### src/inc/udc_pkg.sv
// package: register map, field positions, reset values, timing counts for the usb device control block
package udc_pkg;

    localparam logic [7:0]  UDC_OFF_STATUS  = 8'h04;
    localparam logic [7:0]  UDC_OFF_CLEAR   = 8'h08;
    localparam logic [7:0]  UDC_OFF_ADDR    = 8'h0c;
    localparam logic [7:0]  UDC_OFF_CFG     = 8'h10;
    localparam logic [7:0]  UDC_OFF_LINE    = 8'h14;
    localparam logic [7:0]  UDC_OFF_MASK    = 8'h1c;

    localparam int          UDC_BIT_RESET   = 31;
    localparam int          UDC_BIT_SUSPEND = 30;
    localparam int          UDC_BIT_RESUME  = 29;
    localparam int          UDC_BIT_SOF     = 26;
    localparam int          UDC_BIT_EP0_LO  = 19;
    localparam int          UDC_BIT_ERR_SET = 18;
    localparam int          UDC_BIT_ERR_TO  = 17;
    localparam int          UDC_BIT_ACK_LO  = 8;
    localparam int          UDC_BIT_NAK_LO  = 0;
    localparam int          UDC_NUM_EP      = 4;

    // bits that events may set; the rest of the status word reads zero
    localparam logic [31:0] UDC_EVENT_MASK  = 32'he5fe0f0f;
    // suspend has no clear bit
    localparam logic [31:0] UDC_CLEAR_MASK  = 32'ha5fe0f0f;

    localparam int          UDC_CFG_VREG    = 31;
    localparam int          UDC_CFG_PHY     = 30;
    localparam int          UDC_CFG_PULLUP  = 29;
    localparam int          UDC_CFG_SIE     = 28;
    localparam int          UDC_CFG_ESD     = 27;
    localparam int          UDC_CFG_PULLDN  = 26;
    localparam logic [31:0] UDC_CFG_WMASK   = 32'hfc00000f;
    localparam logic [31:0] UDC_CFG_RESET   = 32'h80000000;
    localparam logic [6:0]  UDC_ADDR_RESET  = 7'h00;

    localparam int          UDC_LINE_DRV    = 2;
    localparam int          UDC_LINE_DP     = 1;
    localparam int          UDC_LINE_DM     = 0;

    localparam real         UDC_CLK_NS      = 8.0;
    localparam real         UDC_RESET_NS    = 2500.0;
    localparam real         UDC_SUSPEND_NS  = 3000000.0;
    // more than 2.5 us of se0: least time, round up
    localparam int          UDC_RESET_CYC   = int'($ceil(UDC_RESET_NS / UDC_CLK_NS));
    localparam int          UDC_SUSPEND_CYC = int'($ceil(UDC_SUSPEND_NS / UDC_CLK_NS));

    typedef struct packed {
        logic       drive;
        logic       dplus;
        logic       dminus;
    } udc_line_t;

    typedef struct packed {
        logic       regulator_enable;
        logic       transceiver_enable;
        logic       dplus_pullup_enable;
        logic       serial_engine_enable;
        logic       line_protect_enable;
        logic       line_pulldown_enable;
        logic [3:0] endpoint_direction;
    } udc_cfg_t;

endpackage

### src/verilog/udc_ctrl_regs.sv
// usb device control registers: event flags, address, configuration, line override
//
// The strobed register port was left to the implementer.
`timescale 1ns/1ps
`default_nettype none
// Functional notes
// - ones at 31,29,26 clear reset/resume/sof
// - ones at 24..19 clear endpoint0 flags
// - bit 18,17 clear setup error, timeout
// - bits 11..8 clear endpoint 4..1 ack
// - bits 3..0 clear endpoint 4..1 nak
// - seven-bit address, resets zero, upper zero
// - regulator enable bit resets one, cfg output resets zero, else core
// - transceiver on, forced off in sleep
// - bit 29 drives d+ pull-up
// - bit 28 enables serial engine
// - bit 27 enables line protection
// - bit 26 connects both pull-downs
// - direction bits: zero in, one out
// - drive bit gates bus and writes
// - driven lines follow d+ d- bits
// - se0 over 2.5 us sets reset
// - idle over 3 ms sets suspend
module udc_ctrl_regs
    import udc_pkg::*;
#(
    parameter int RESET_CYC   = UDC_RESET_CYC,
    parameter int SUSPEND_CYC = UDC_SUSPEND_CYC
) (
    input  wire logic        mclk,
    input  wire logic        rst_n,
    input  wire logic [7:0]  regAddr,
    input  wire logic [31:0] regWdata,
    input  wire logic        regWrite,
    input  wire logic        regRead,
    output var  logic [31:0] regRdata,
    output var  logic        irq,
    input  wire logic        lineDp,
    input  wire logic        lineDm,
    input  wire logic        lowPower,
    input  wire logic        evResume,
    input  wire logic        evSof,
    input  wire logic [5:0]  evEp0,
    input  wire logic        evSetupErr,
    input  wire logic        evTimeout,
    input  wire logic [3:0]  evAck,
    input  wire logic [3:0]  evNak,
    input  wire logic        epInToken,
    input  wire logic        epOutToken,
    input  wire logic [1:0]  epTokenNum,
    output var  logic        epHandshakeOk,
    output var  logic [6:0]  functionAddress,
    output var  udc_cfg_t    cfg,
    output var  udc_line_t   lineOut,
    output var  logic        dpOut,
    output var  logic        dpOe,
    output var  logic        dmOut,
    output var  logic        dmOe
);
    logic [31:0] status;
    logic [31:0] mask;
    logic [31:0] eventVec;
    logic [31:0] clearVec;
    logic [6:0]  addrReg;
    logic [31:0] cfgReg;
    logic [2:0]  lineReg;
    logic        busResetPulse;
    logic        suspendPulse;
    logic        se0;
    logic        idleJ;
    logic        wrClear;
    logic [31:0] next_rdata;

    assign se0 = !lineDp && !lineDm;
    // full speed idle is j: d+ high, d- low
    assign idleJ = lineDp && !lineDm;
    assign wrClear = regWrite && (regAddr == UDC_OFF_CLEAR);

    udc_line_timer #(.LIMIT(RESET_CYC)) uResetTimer (
        .mclk  (mclk),
        .rst_n (rst_n),
        .cond  (se0),
        .fire  (busResetPulse)
    );

    udc_line_timer #(.LIMIT(SUSPEND_CYC)) uSuspendTimer (
        .mclk  (mclk),
        .rst_n (rst_n),
        .cond  (idleJ),
        .fire  (suspendPulse)
    );

    always_comb begin
        eventVec = '0;
        eventVec[UDC_BIT_RESET]   = busResetPulse;
        eventVec[UDC_BIT_SUSPEND] = suspendPulse;
        eventVec[UDC_BIT_RESUME]  = evResume;
        eventVec[UDC_BIT_SOF]     = evSof;
        eventVec[UDC_BIT_EP0_LO +: 6] = evEp0;
        eventVec[UDC_BIT_ERR_SET] = evSetupErr;
        eventVec[UDC_BIT_ERR_TO]  = evTimeout;
        eventVec[UDC_BIT_ACK_LO +: UDC_NUM_EP] = evAck;
        eventVec[UDC_BIT_NAK_LO +: UDC_NUM_EP] = evNak;
    end

    // only documented clear bits act; zeros and reserved bits do nothing
    assign clearVec = (wrClear ? regWdata : 32'h00000000) & UDC_CLEAR_MASK;

    genvar gi;
    generate
        for (gi = 0; gi < 32; gi++) begin : gFlag
            if (UDC_EVENT_MASK[gi]) begin : gLive
                udc_flag_bit uFlag (
                    .mclk     (mclk),
                    .rst_n    (rst_n),
                    .setEvent (eventVec[gi]),
                    .clearReq (clearVec[gi]),
                    .flag     (status[gi])
                );
            end else begin : gDead
                assign status[gi] = 1'b0;
            end
        end
    endgenerate

    always_ff @(posedge mclk or negedge rst_n) begin
        if (!rst_n) begin
            mask <= '0;
        end else if (regWrite && regAddr == UDC_OFF_MASK) begin
            mask <= regWdata & UDC_EVENT_MASK;
        end
    end

    always_ff @(posedge mclk or negedge rst_n) begin
        if (!rst_n) begin
            irq <= 1'b0;
        end else begin
            irq <= |(status & mask);
        end
    end

    always_ff @(posedge mclk or negedge rst_n) begin
        if (!rst_n) begin
            addrReg <= UDC_ADDR_RESET;
        end else if (regWrite && regAddr == UDC_OFF_ADDR) begin
            addrReg <= regWdata[6:0];
        end
    end

    always_ff @(posedge mclk or negedge rst_n) begin
        if (!rst_n) begin
            cfgReg <= UDC_CFG_RESET;
        end else if (regWrite && regAddr == UDC_OFF_CFG) begin
            cfgReg <= regWdata & UDC_CFG_WMASK;
        end
    end

    // d+/d- bits take writes only while driving is enabled by that same write or was already enabled
    always_ff @(posedge mclk or negedge rst_n) begin
        if (!rst_n) begin
            lineReg <= '0;
        end else if (regWrite && regAddr == UDC_OFF_LINE) begin
            lineReg[UDC_LINE_DRV] <= regWdata[UDC_LINE_DRV];
            if (regWdata[UDC_LINE_DRV] || lineReg[UDC_LINE_DRV]) begin
                lineReg[UDC_LINE_DP] <= regWdata[UDC_LINE_DP];
                lineReg[UDC_LINE_DM] <= regWdata[UDC_LINE_DM];
            end
        end
    end

    always_comb begin
        unique case (regAddr)
            UDC_OFF_STATUS: next_rdata = status;
            UDC_OFF_ADDR:   next_rdata = {25'h0000000, addrReg};
            UDC_OFF_CFG:    next_rdata = cfgReg;
            UDC_OFF_LINE:   next_rdata = {29'h00000000, lineReg};
            UDC_OFF_MASK:   next_rdata = mask;
            // clear register is write-only; unmapped reads give zero
            default:        next_rdata = 32'h00000000;
        endcase
    end

    always_ff @(posedge mclk or negedge rst_n) begin
        if (!rst_n) begin
            regRdata <= '0;
        end else if (regRead) begin
            regRdata <= next_rdata;
        end else begin
            regRdata <= '0;
        end
    end

    always_ff @(posedge mclk or negedge rst_n) begin
        if (!rst_n) begin
            functionAddress <= UDC_ADDR_RESET;
            cfg             <= '0;
        end else begin
            functionAddress <= addrReg;
            cfg.regulator_enable     <= cfgReg[UDC_CFG_VREG];
            cfg.transceiver_enable   <= cfgReg[UDC_CFG_PHY] && !lowPower;
            cfg.dplus_pullup_enable  <= cfgReg[UDC_CFG_PULLUP];
            cfg.serial_engine_enable <= cfgReg[UDC_CFG_SIE];
            cfg.line_protect_enable  <= cfgReg[UDC_CFG_ESD];
            cfg.line_pulldown_enable <= cfgReg[UDC_CFG_PULLDN];
            cfg.endpoint_direction   <= cfgReg[UDC_NUM_EP-1:0];
        end
    end

    // token number 0..3 means endpoint 1..4
    always_ff @(posedge mclk or negedge rst_n) begin
        if (!rst_n) begin
            epHandshakeOk <= 1'b0;
        end else begin
            epHandshakeOk <= cfgReg[epTokenNum] ? epOutToken : epInToken;
        end
    end

    always_ff @(posedge mclk or negedge rst_n) begin
        if (!rst_n) begin
            lineOut <= '0;
            dpOut   <= 1'b0;
            dpOe    <= 1'b0;
            dmOut   <= 1'b0;
            dmOe    <= 1'b0;
        end else begin
            lineOut <= lineReg;
            dpOe    <= lineReg[UDC_LINE_DRV];
            dmOe    <= lineReg[UDC_LINE_DRV];
            dpOut   <= lineReg[UDC_LINE_DRV] && lineReg[UDC_LINE_DP];
            dmOut   <= lineReg[UDC_LINE_DRV] && lineReg[UDC_LINE_DM];
        end
    end
endmodule
`default_nettype wire

### src/verilog/udc_line_timer.sv
// line timer: counts a held bus condition and pulses once when it exceeds a limit
`timescale 1ns/1ps
`default_nettype none
module udc_line_timer #(
    parameter int LIMIT = 313
) (
    input  wire logic mclk,
    input  wire logic rst_n,
    input  wire logic cond,
    output var  logic fire
);
    localparam int W = $clog2(LIMIT + 2);
    localparam logic [W-1:0] LIM = W'(LIMIT);

    logic [W-1:0] count;

    // saturates so a long condition gives a single pulse
    always_ff @(posedge mclk or negedge rst_n) begin
        if (!rst_n) begin
            count <= '0;
        end else if (!cond) begin
            count <= '0;
        end else if (count <= LIM) begin
            count <= count + W'(1);
        end
    end

    always_ff @(posedge mclk or negedge rst_n) begin
        if (!rst_n) begin
            fire <= 1'b0;
        end else begin
            fire <= cond && (count == LIM);
        end
    end
endmodule
`default_nettype wire

### src/verilog/udc_flag_bit.sv
// sticky event flag with write-one-to-clear, set beating clear
`timescale 1ns/1ps
`default_nettype none
module udc_flag_bit (
    input  wire logic mclk,
    input  wire logic rst_n,
    input  wire logic setEvent,
    input  wire logic clearReq,
    output var  logic flag
);
    always_ff @(posedge mclk or negedge rst_n) begin
        if (!rst_n) begin
            flag <= 1'b0;
        end else if (setEvent) begin
            flag <= 1'b1;
        end else if (clearReq) begin
            flag <= 1'b0;
        end
    end
endmodule
`default_nettype wire

### config.mk
export PLATFORM = sky130hd
export DESIGN_NAME = udc_ctrl_regs
export DESIGN_NICKNAME = d
export VERILOG_FILES = /design/src/inc/udc_pkg.sv /design/src/verilog/udc_ctrl_regs.sv /design/src/verilog/udc_line_timer.sv /design/src/verilog/udc_flag_bit.sv
export SDC_FILE = /design/constraint.sdc
export NUM_CORES = 1
export LEC_CHECK = 0
export BUFFER_PORTS_ARGS = -buffer_cell sky130_fd_sc_hd__buf_2
export CAP_MARGIN = 10
export CORE_ASPECT_RATIO = 1.2
export CORE_MARGIN = 1
export CORE_UTILIZATION = 30
export CTS_CLUSTER_SIZE = 20
export DETAILED_ROUTE_END_ITERATION = 8
export PLACE_DENSITY = 0.57
export SLEW_MARGIN = 30
export SYNTH_ARGS = -nofsm -noshare
export SYNTH_HDL_FRONTEND = slang
export SYNTH_SLANG_ARGS = --single-unit
### constraint.sdc
create_clock -name mclk -period 2.4 [get_ports mclk]
set_input_delay 0.24 -clock mclk [delete_from_list [all_inputs] [get_ports mclk]]
set_output_delay 0.24 -clock mclk [all_outputs]
set_load 0.01 [all_outputs]
Word-level counts from Yosys, hierarchy flattened
Cells that the tools add are included.
W data, S select, Z words.
{"block": "word_totals", "ramBits": 0, "output_inout_bits": 58, "elab_cells": 146, "n_memories": 0, "mem_bits_ro": 0, "in_bits": 69, "ff_bits": 146, "latch_bits": 0}
{"block": "op_classes", "div": 0, "shifts": 0, "n_reduce_logical": 37, "n_eq_ne": 10, "muxes": 48, "multipliers": 0, "n_addsub": 2, "magnitude_cmp": 3, "n_bitwise": 1}
{"op": "$pmux W32 S5", "n": 1}
{"op": "$mux W32", "n": 2}
{"op": "$mux W1", "n": 40}
{"op": "$mux W19", "n": 2}
{"op": "$reduce_bool A2 Y1", "n": 19}
{"op": "$and A32 B32 Y32", "n": 1}
{"op": "$reduce_or A32 Y1", "n": 1}
{"op": "$eq A8 B5 Y1 const B", "n": 3}
{"op": "$add A19 B1 Y19 const B", "n": 1}
{"op": "$eq A19 B19 Y1 const B", "n": 1}
{"op": "$le A19 B19 Y1 const B", "n": 1}
{"op": "$mux W9", "n": 2}
{"op": "$eq A8 B4 Y1 const B", "n": 2}
{"op": "$logic_and A1 B1 Y1", "n": 12}
{"op": "$add A9 B1 Y9 const B", "n": 1}
{"op": "$eq A9 B9 Y1 const B", "n": 1}
{"op": "$le A9 B9 Y1 const B", "n": 1}
{"op": "$eq A8 B3 Y1 const B", "n": 1}
{"op": "$lt A2 B6 Y1 const B", "n": 1}
{"op": "$ne A2 B2 Y1 const B", "n": 2}
{"op": "$logic_not A1 Y1", "n": 3}
{"op": "$bmux W1 S2", "n": 1}
{"op": "$reduce_and A2 Y1", "n": 1}
{"op": "$logic_or A1 B1 Y1", "n": 1}

Depth between registers and ports, before layout
{"block": "depth", "ltp_word": 5, "mapped_depth": 8, "depth_no_buf": 7}

Modules after synthesis
From an unflattened synthesis, not the netlist that was laid out.
{"block": "unflattened", "cells_unflattened": 521, "area_unflattened_um2": 6293.5}
{"mod": "udc_ctrl_regs", "n_inst": 1, "cells_per_inst": 274, "seq_area_each_um2": 2228.4, "area_per_inst_um2": 3778.6}
{"mod": "udc_line_timer (uSuspendTimer)", "n_inst": 1, "cells_per_inst": 131, "seq_area_each_um2": 500.5, "area_per_inst_um2": 1252.5}
{"mod": "udc_flag_bit", "n_inst": 20, "cells_per_inst": 3, "seq_area_each_um2": 25.0, "area_per_inst_um2": 36.3}
{"mod": "udc_line_timer (uResetTimer)", "n_inst": 1, "cells_per_inst": 56, "seq_area_each_um2": 250.2, "area_per_inst_um2": 536.8}

Worst setup path before layout
Ideal clock, no wire load.
{"block": "synth_path", "kind": "in2reg", "startpoint": "in regAddr[5]", "endpoint": "reg lineReg[1]", "setup_slack_ns": 0.629, "path_buffers": 1, "setup_time_ns": 0.125, "required_time_ns": 2.275, "t_arrival_ns": 1.646, "stages": 6, "cell_sequence": "or3_1 -> buf_2 -> nor3b_2 -> nand3_1 -> nor2_1 -> mux2_2"}
{"block": "synth_between", "elab_chain_cells": 3}
{"item": "start, declared", "line_no": "udc_ctrl_regs.sv:32", "text": "input wire logic [7:0] regAddr,"}
{"item": "$eq A8 B5 Y1", "line_no": "udc_ctrl_regs.sv:162", "text": "end else if (regWrite && regAddr == UDC_OFF_LINE) begin"}
{"item": "$logic_and A1 B1 Y1", "line_no": "udc_ctrl_regs.sv:162"}
{"item": "$reduce_and A2 Y1 (no line)"}
{"item": "end signal, assigned by index", "line_no": "udc_ctrl_regs.sv:163", "text": "lineReg[UDC_LINE_DRV] <= regWdata[UDC_LINE_DRV];"}
{"item": "end signal, assigned by index", "line_no": "udc_ctrl_regs.sv:165", "text": "lineReg[UDC_LINE_DP] <= regWdata[UDC_LINE_DP];"}
{"item": "end signal, assigned by index", "line_no": "udc_ctrl_regs.sv:166", "text": "lineReg[UDC_LINE_DM] <= regWdata[UDC_LINE_DM];"}
{"item": "end, declared", "line_no": "udc_ctrl_regs.sv:66", "text": "logic [2:0] lineReg;"}
No other way between the ends.
A chain may end at the register's enable or synchronous reset.

Worst setup path in the final report
{"block": "layout_path", "startpoint": "reg uSuspendTimer.count[4]", "endpoint": "reg uSuspendTimer.count[13]"}
{"block": "layout_between", "elab_chain_cells": 3, "elab_cells_between_ends": 5, "classes_between": "add/sub (1); order compare (1); eq/ne (1); mux (2)"}
{"item": "start, declared", "line_no": "udc_line_timer.sv:15", "text": "logic [W-1:0] count;"}
{"item": "start signal, assigned", "line_no": "udc_line_timer.sv:24", "text": "count <= count + W'(1);"}
{"item": "$add A19 B1 Y19", "line_no": "udc_line_timer.sv:24"}
{"item": "$mux W19", "line_no": "udc_line_timer.sv:23", "text": "end else if (count <= LIM) begin"}
{"item": "$mux W19", "line_no": "udc_line_timer.sv:21", "text": "end else if (!cond) begin"}
Parallel ways exist; a longest one is shown, timed or not. The select of a mux whose other input is x is not followed.

==> summary.txt <==
top_reg_cell synth: dfrtp_1
Synth cell types: 59
Crit. Startpoint: uSuspendTimer.count[4]
CP Class: flop to flop
die height: 155 µm
status: completed
FFs w/ async S/R, synth: 100%
CP arrival: 2.29 ns
Via density: 4.84
Die Span X: 130 µm
Worst Skew: 0.00876 ns
Cells after Synth: 485
Clk pin slew, worst setup/hold paths: 0.06 ns
H-tree lvl count: 4
DR vias: 4,285
finished layout cell area: 7470 µm²
TritonCTS buffer count: 17
# Post-CTS Setup Buffers: 0
Layout Nets: 689
FF-to-FF End: uSuspendTimer.count[13]
hold path depth: 2
P&R area growth vs syn: 27.5%
maxcap violations: 0
# hold bufs at CTS: 11
top cell type's share of synthesized area: 59.0%
CTS Root Cell: clkbuf_16
Pwr Density: 740 nW/µm²
first-pass GRT wire length: 22,400 µm
DP Cell Count: 842
RSZ-0062 raised after global routing: no
Tightest Pin Transition: 0.650 ns
Diodes inserted: 0
Synth Register Bits: 139
number of DRC markers in iteration 0: 217
R2R Path Start: uSuspendTimer.count[4]
Final ANT Viol Nets: 0
Worst Reg-to-Reg Cells: 5
DP HPWL: 10,100 µm
Final setup viols: 0
period utilization: 81.0%
CTS tree: yes
aggregate global routing overflow: 0
crit end category: flop
final non-filler cell total: 885
min Tclk post-route: 1.94 ns
worst IR drop on VDD: 470 µV
number of synthesized flops with an enable pin: 0
hold_ws: 0.0202 ns
IO Port Bufs: 112
Hold Startpoint: evAck[0]
Clock Path Buffers: 2
largest net degree at the start of global routing: 56
worst setup path end: uSuspendTimer.count[13]
DRT Wirelength: 14,000 µm
Cell Rows: 55
Placed Area: 6720 µm²
vias in the first global route: 4,322
layout cells sized above 1: 28.0%
Rel. slew slack: 56.6%
Setup TNS Final: 0 ns
most frequent cells in the layout: dfrtp_1 (138), buf_2 (111), nor2_1 (43)
GRT Total Usage: 14.8%
initial antenna violation count: 1
top achievable clock speed: 0.514 GHz
Worst Path Required: 2.74 ns
Slew Viols, Final: 0
Die Area: 20,100 µm²
Core Area: 19,000 µm²
Syn Std Cell Area: 5860 µm²
startpoint types: flop
leakage power: 0.00350 µW
worst min path class: input pin to flop
first-pass iteration count of the detailed router: 4
drt drc: 0
reg-to-reg slack, setup: 0.46 ns
top cells by area, synth: dfrtp_1 (59%), mux2_1 (6.2%), nor2_1 (2.8%), a21o_1 (2.4%), nand2_1 (2.2%)
Synth area leader: dfrtp_1
Placer Congestion: 0.803
Yosys warning count: 0
sequential share of the synthesized area: 59.4%
Routed wire per std cell: 15.9 µm
Initial Util: 30.8%
leading cell type in the layout, fill and taps excluded: dfrtp_1
Syn Area/Cell: 12.1 µm²
post-CTS sizing: 0
Max FO, Critical Path: 6
Worst-Skew Late Latency: 0.42 ns
Hold Fails Final Rpt: 0
# clock sinks: 139
Top Ports: 127
per-layer routing:
layer | routed length [µm] | vias to the layer above | part of all wire [%] | track usage (%)
met4 | 180 | 2 | 1.3 | 5.09
met2 | 7110 | 144 | 51 | 25.2
met1 | 5830 | 2110 | 42 | 17.8
met5 | 13 | - | 0.093 | 0
li1 | - | 2012 | - | -
met3 | 904 | 17 | 6.4 | 3.95
Yosys cell counts (all sizes together), types with 3 or more instances:
cell and count:
a211oi 6, a21o 19, a21oi 13, a221oi 4
a222oi 8, a22o 5, a22oi 16, and2 7
and3 10, and4 5, buf 17, clkbuf 11
dfrtp 138, ha 4, inv 7, mux2 41
mux2i 3, nand2 36, nand2b 5, nand3 9
nand4 6, nor2 43, nor2b 3, nor3 6
nor3b 4, o211ai 5, o21a 3, o21ai 12
or3 6, xnor2 10
kinds of logic after synthesis:
family / count (synthesis) / share of synthesized area (%)
buffers and inverters: 35 / 3.18
adder cells (fa/ha/maj): 4 / 0.855
AND/OR/NAND/NOR: 149 / 13.6
flip-flops: 139 / 59.4
AO/OA/AOI/OAI: 100 / 12.3
multiplexers: 45 / 8.78
XOR/XNOR: 12 / 1.79
other: 1 / 0.0640
state kept, by name, indices dropped and copies added (netlist names), 3 cells and up:
| signal | count |
|---|---|
| addrReg | 7 |
| cfg | 10 |
| cfgReg | 10 |
| functionAddress | 7 |
| gFlag.gLive.uFlag.flag | 20 |
| lineOut | 3 |
| lineReg | 3 |
| mask | 20 |
| regRdata | 25 |
| uResetTimer.count | 9 |
| uSuspendTimer.count | 19 |
worst max-delay path: stages (launching register included):
cell	delay [ns]
dfrtp_1	0.44
and2_1	0.20
nor4b_2	0.39
o211ai_1	0.30
or3_1	0.41
a21oi_1	0.14
through the flow:
| stage | worst slack (ns) | utilization (%) | power (µW) |
|---|---|---|---|
| after CTS | 0.441 | 39.3 | 5610 |
| after floorplan | 0.629 | - | 2590 |
| final | 0.456 | 39.3 | 5530 |
| after detailed placement | 0.323 | 35.4 | 2760 |
| after global placement | 0.356 | 35.4 | 2750 |
| after global routing | 0.283 | 39.3 | 5740 |
area by class of cell:
type	instances	area (µm²)
Fill cell	1858	11500
Clock buffer	18	429
Timing Repair Buffer	134	785
Sequential cell	139	3480
Clock inverter	14	213
Inverter	7	26.3
Tap cell	256	320
Multi-Input combinational cell	317	2220
where the power goes:
part	leakage (µW)	internal, µW	total (µW)	switching, µW
logic	0.00136	124	282	158
registers	0.00183	2400	2440	37.3
clock network	0.000305	1760	2810	1040
total	0.00350	4290	5530	1240
worst min-delay path by stage:
stage | to | slack [ns]
after floorplan | addrReg[0] | -0.06
after global placement | irq | 0.23
after detailed placement | irq | 0.24
after CTS | gFlag[8].gLive.uFlag.flag | 0.002
after global routing | gFlag[8].gLive.uFlag.flag | 0.004
final | gFlag[8].gLive.uFlag.flag | 0.02
Power figures use the tool's default switching activity.
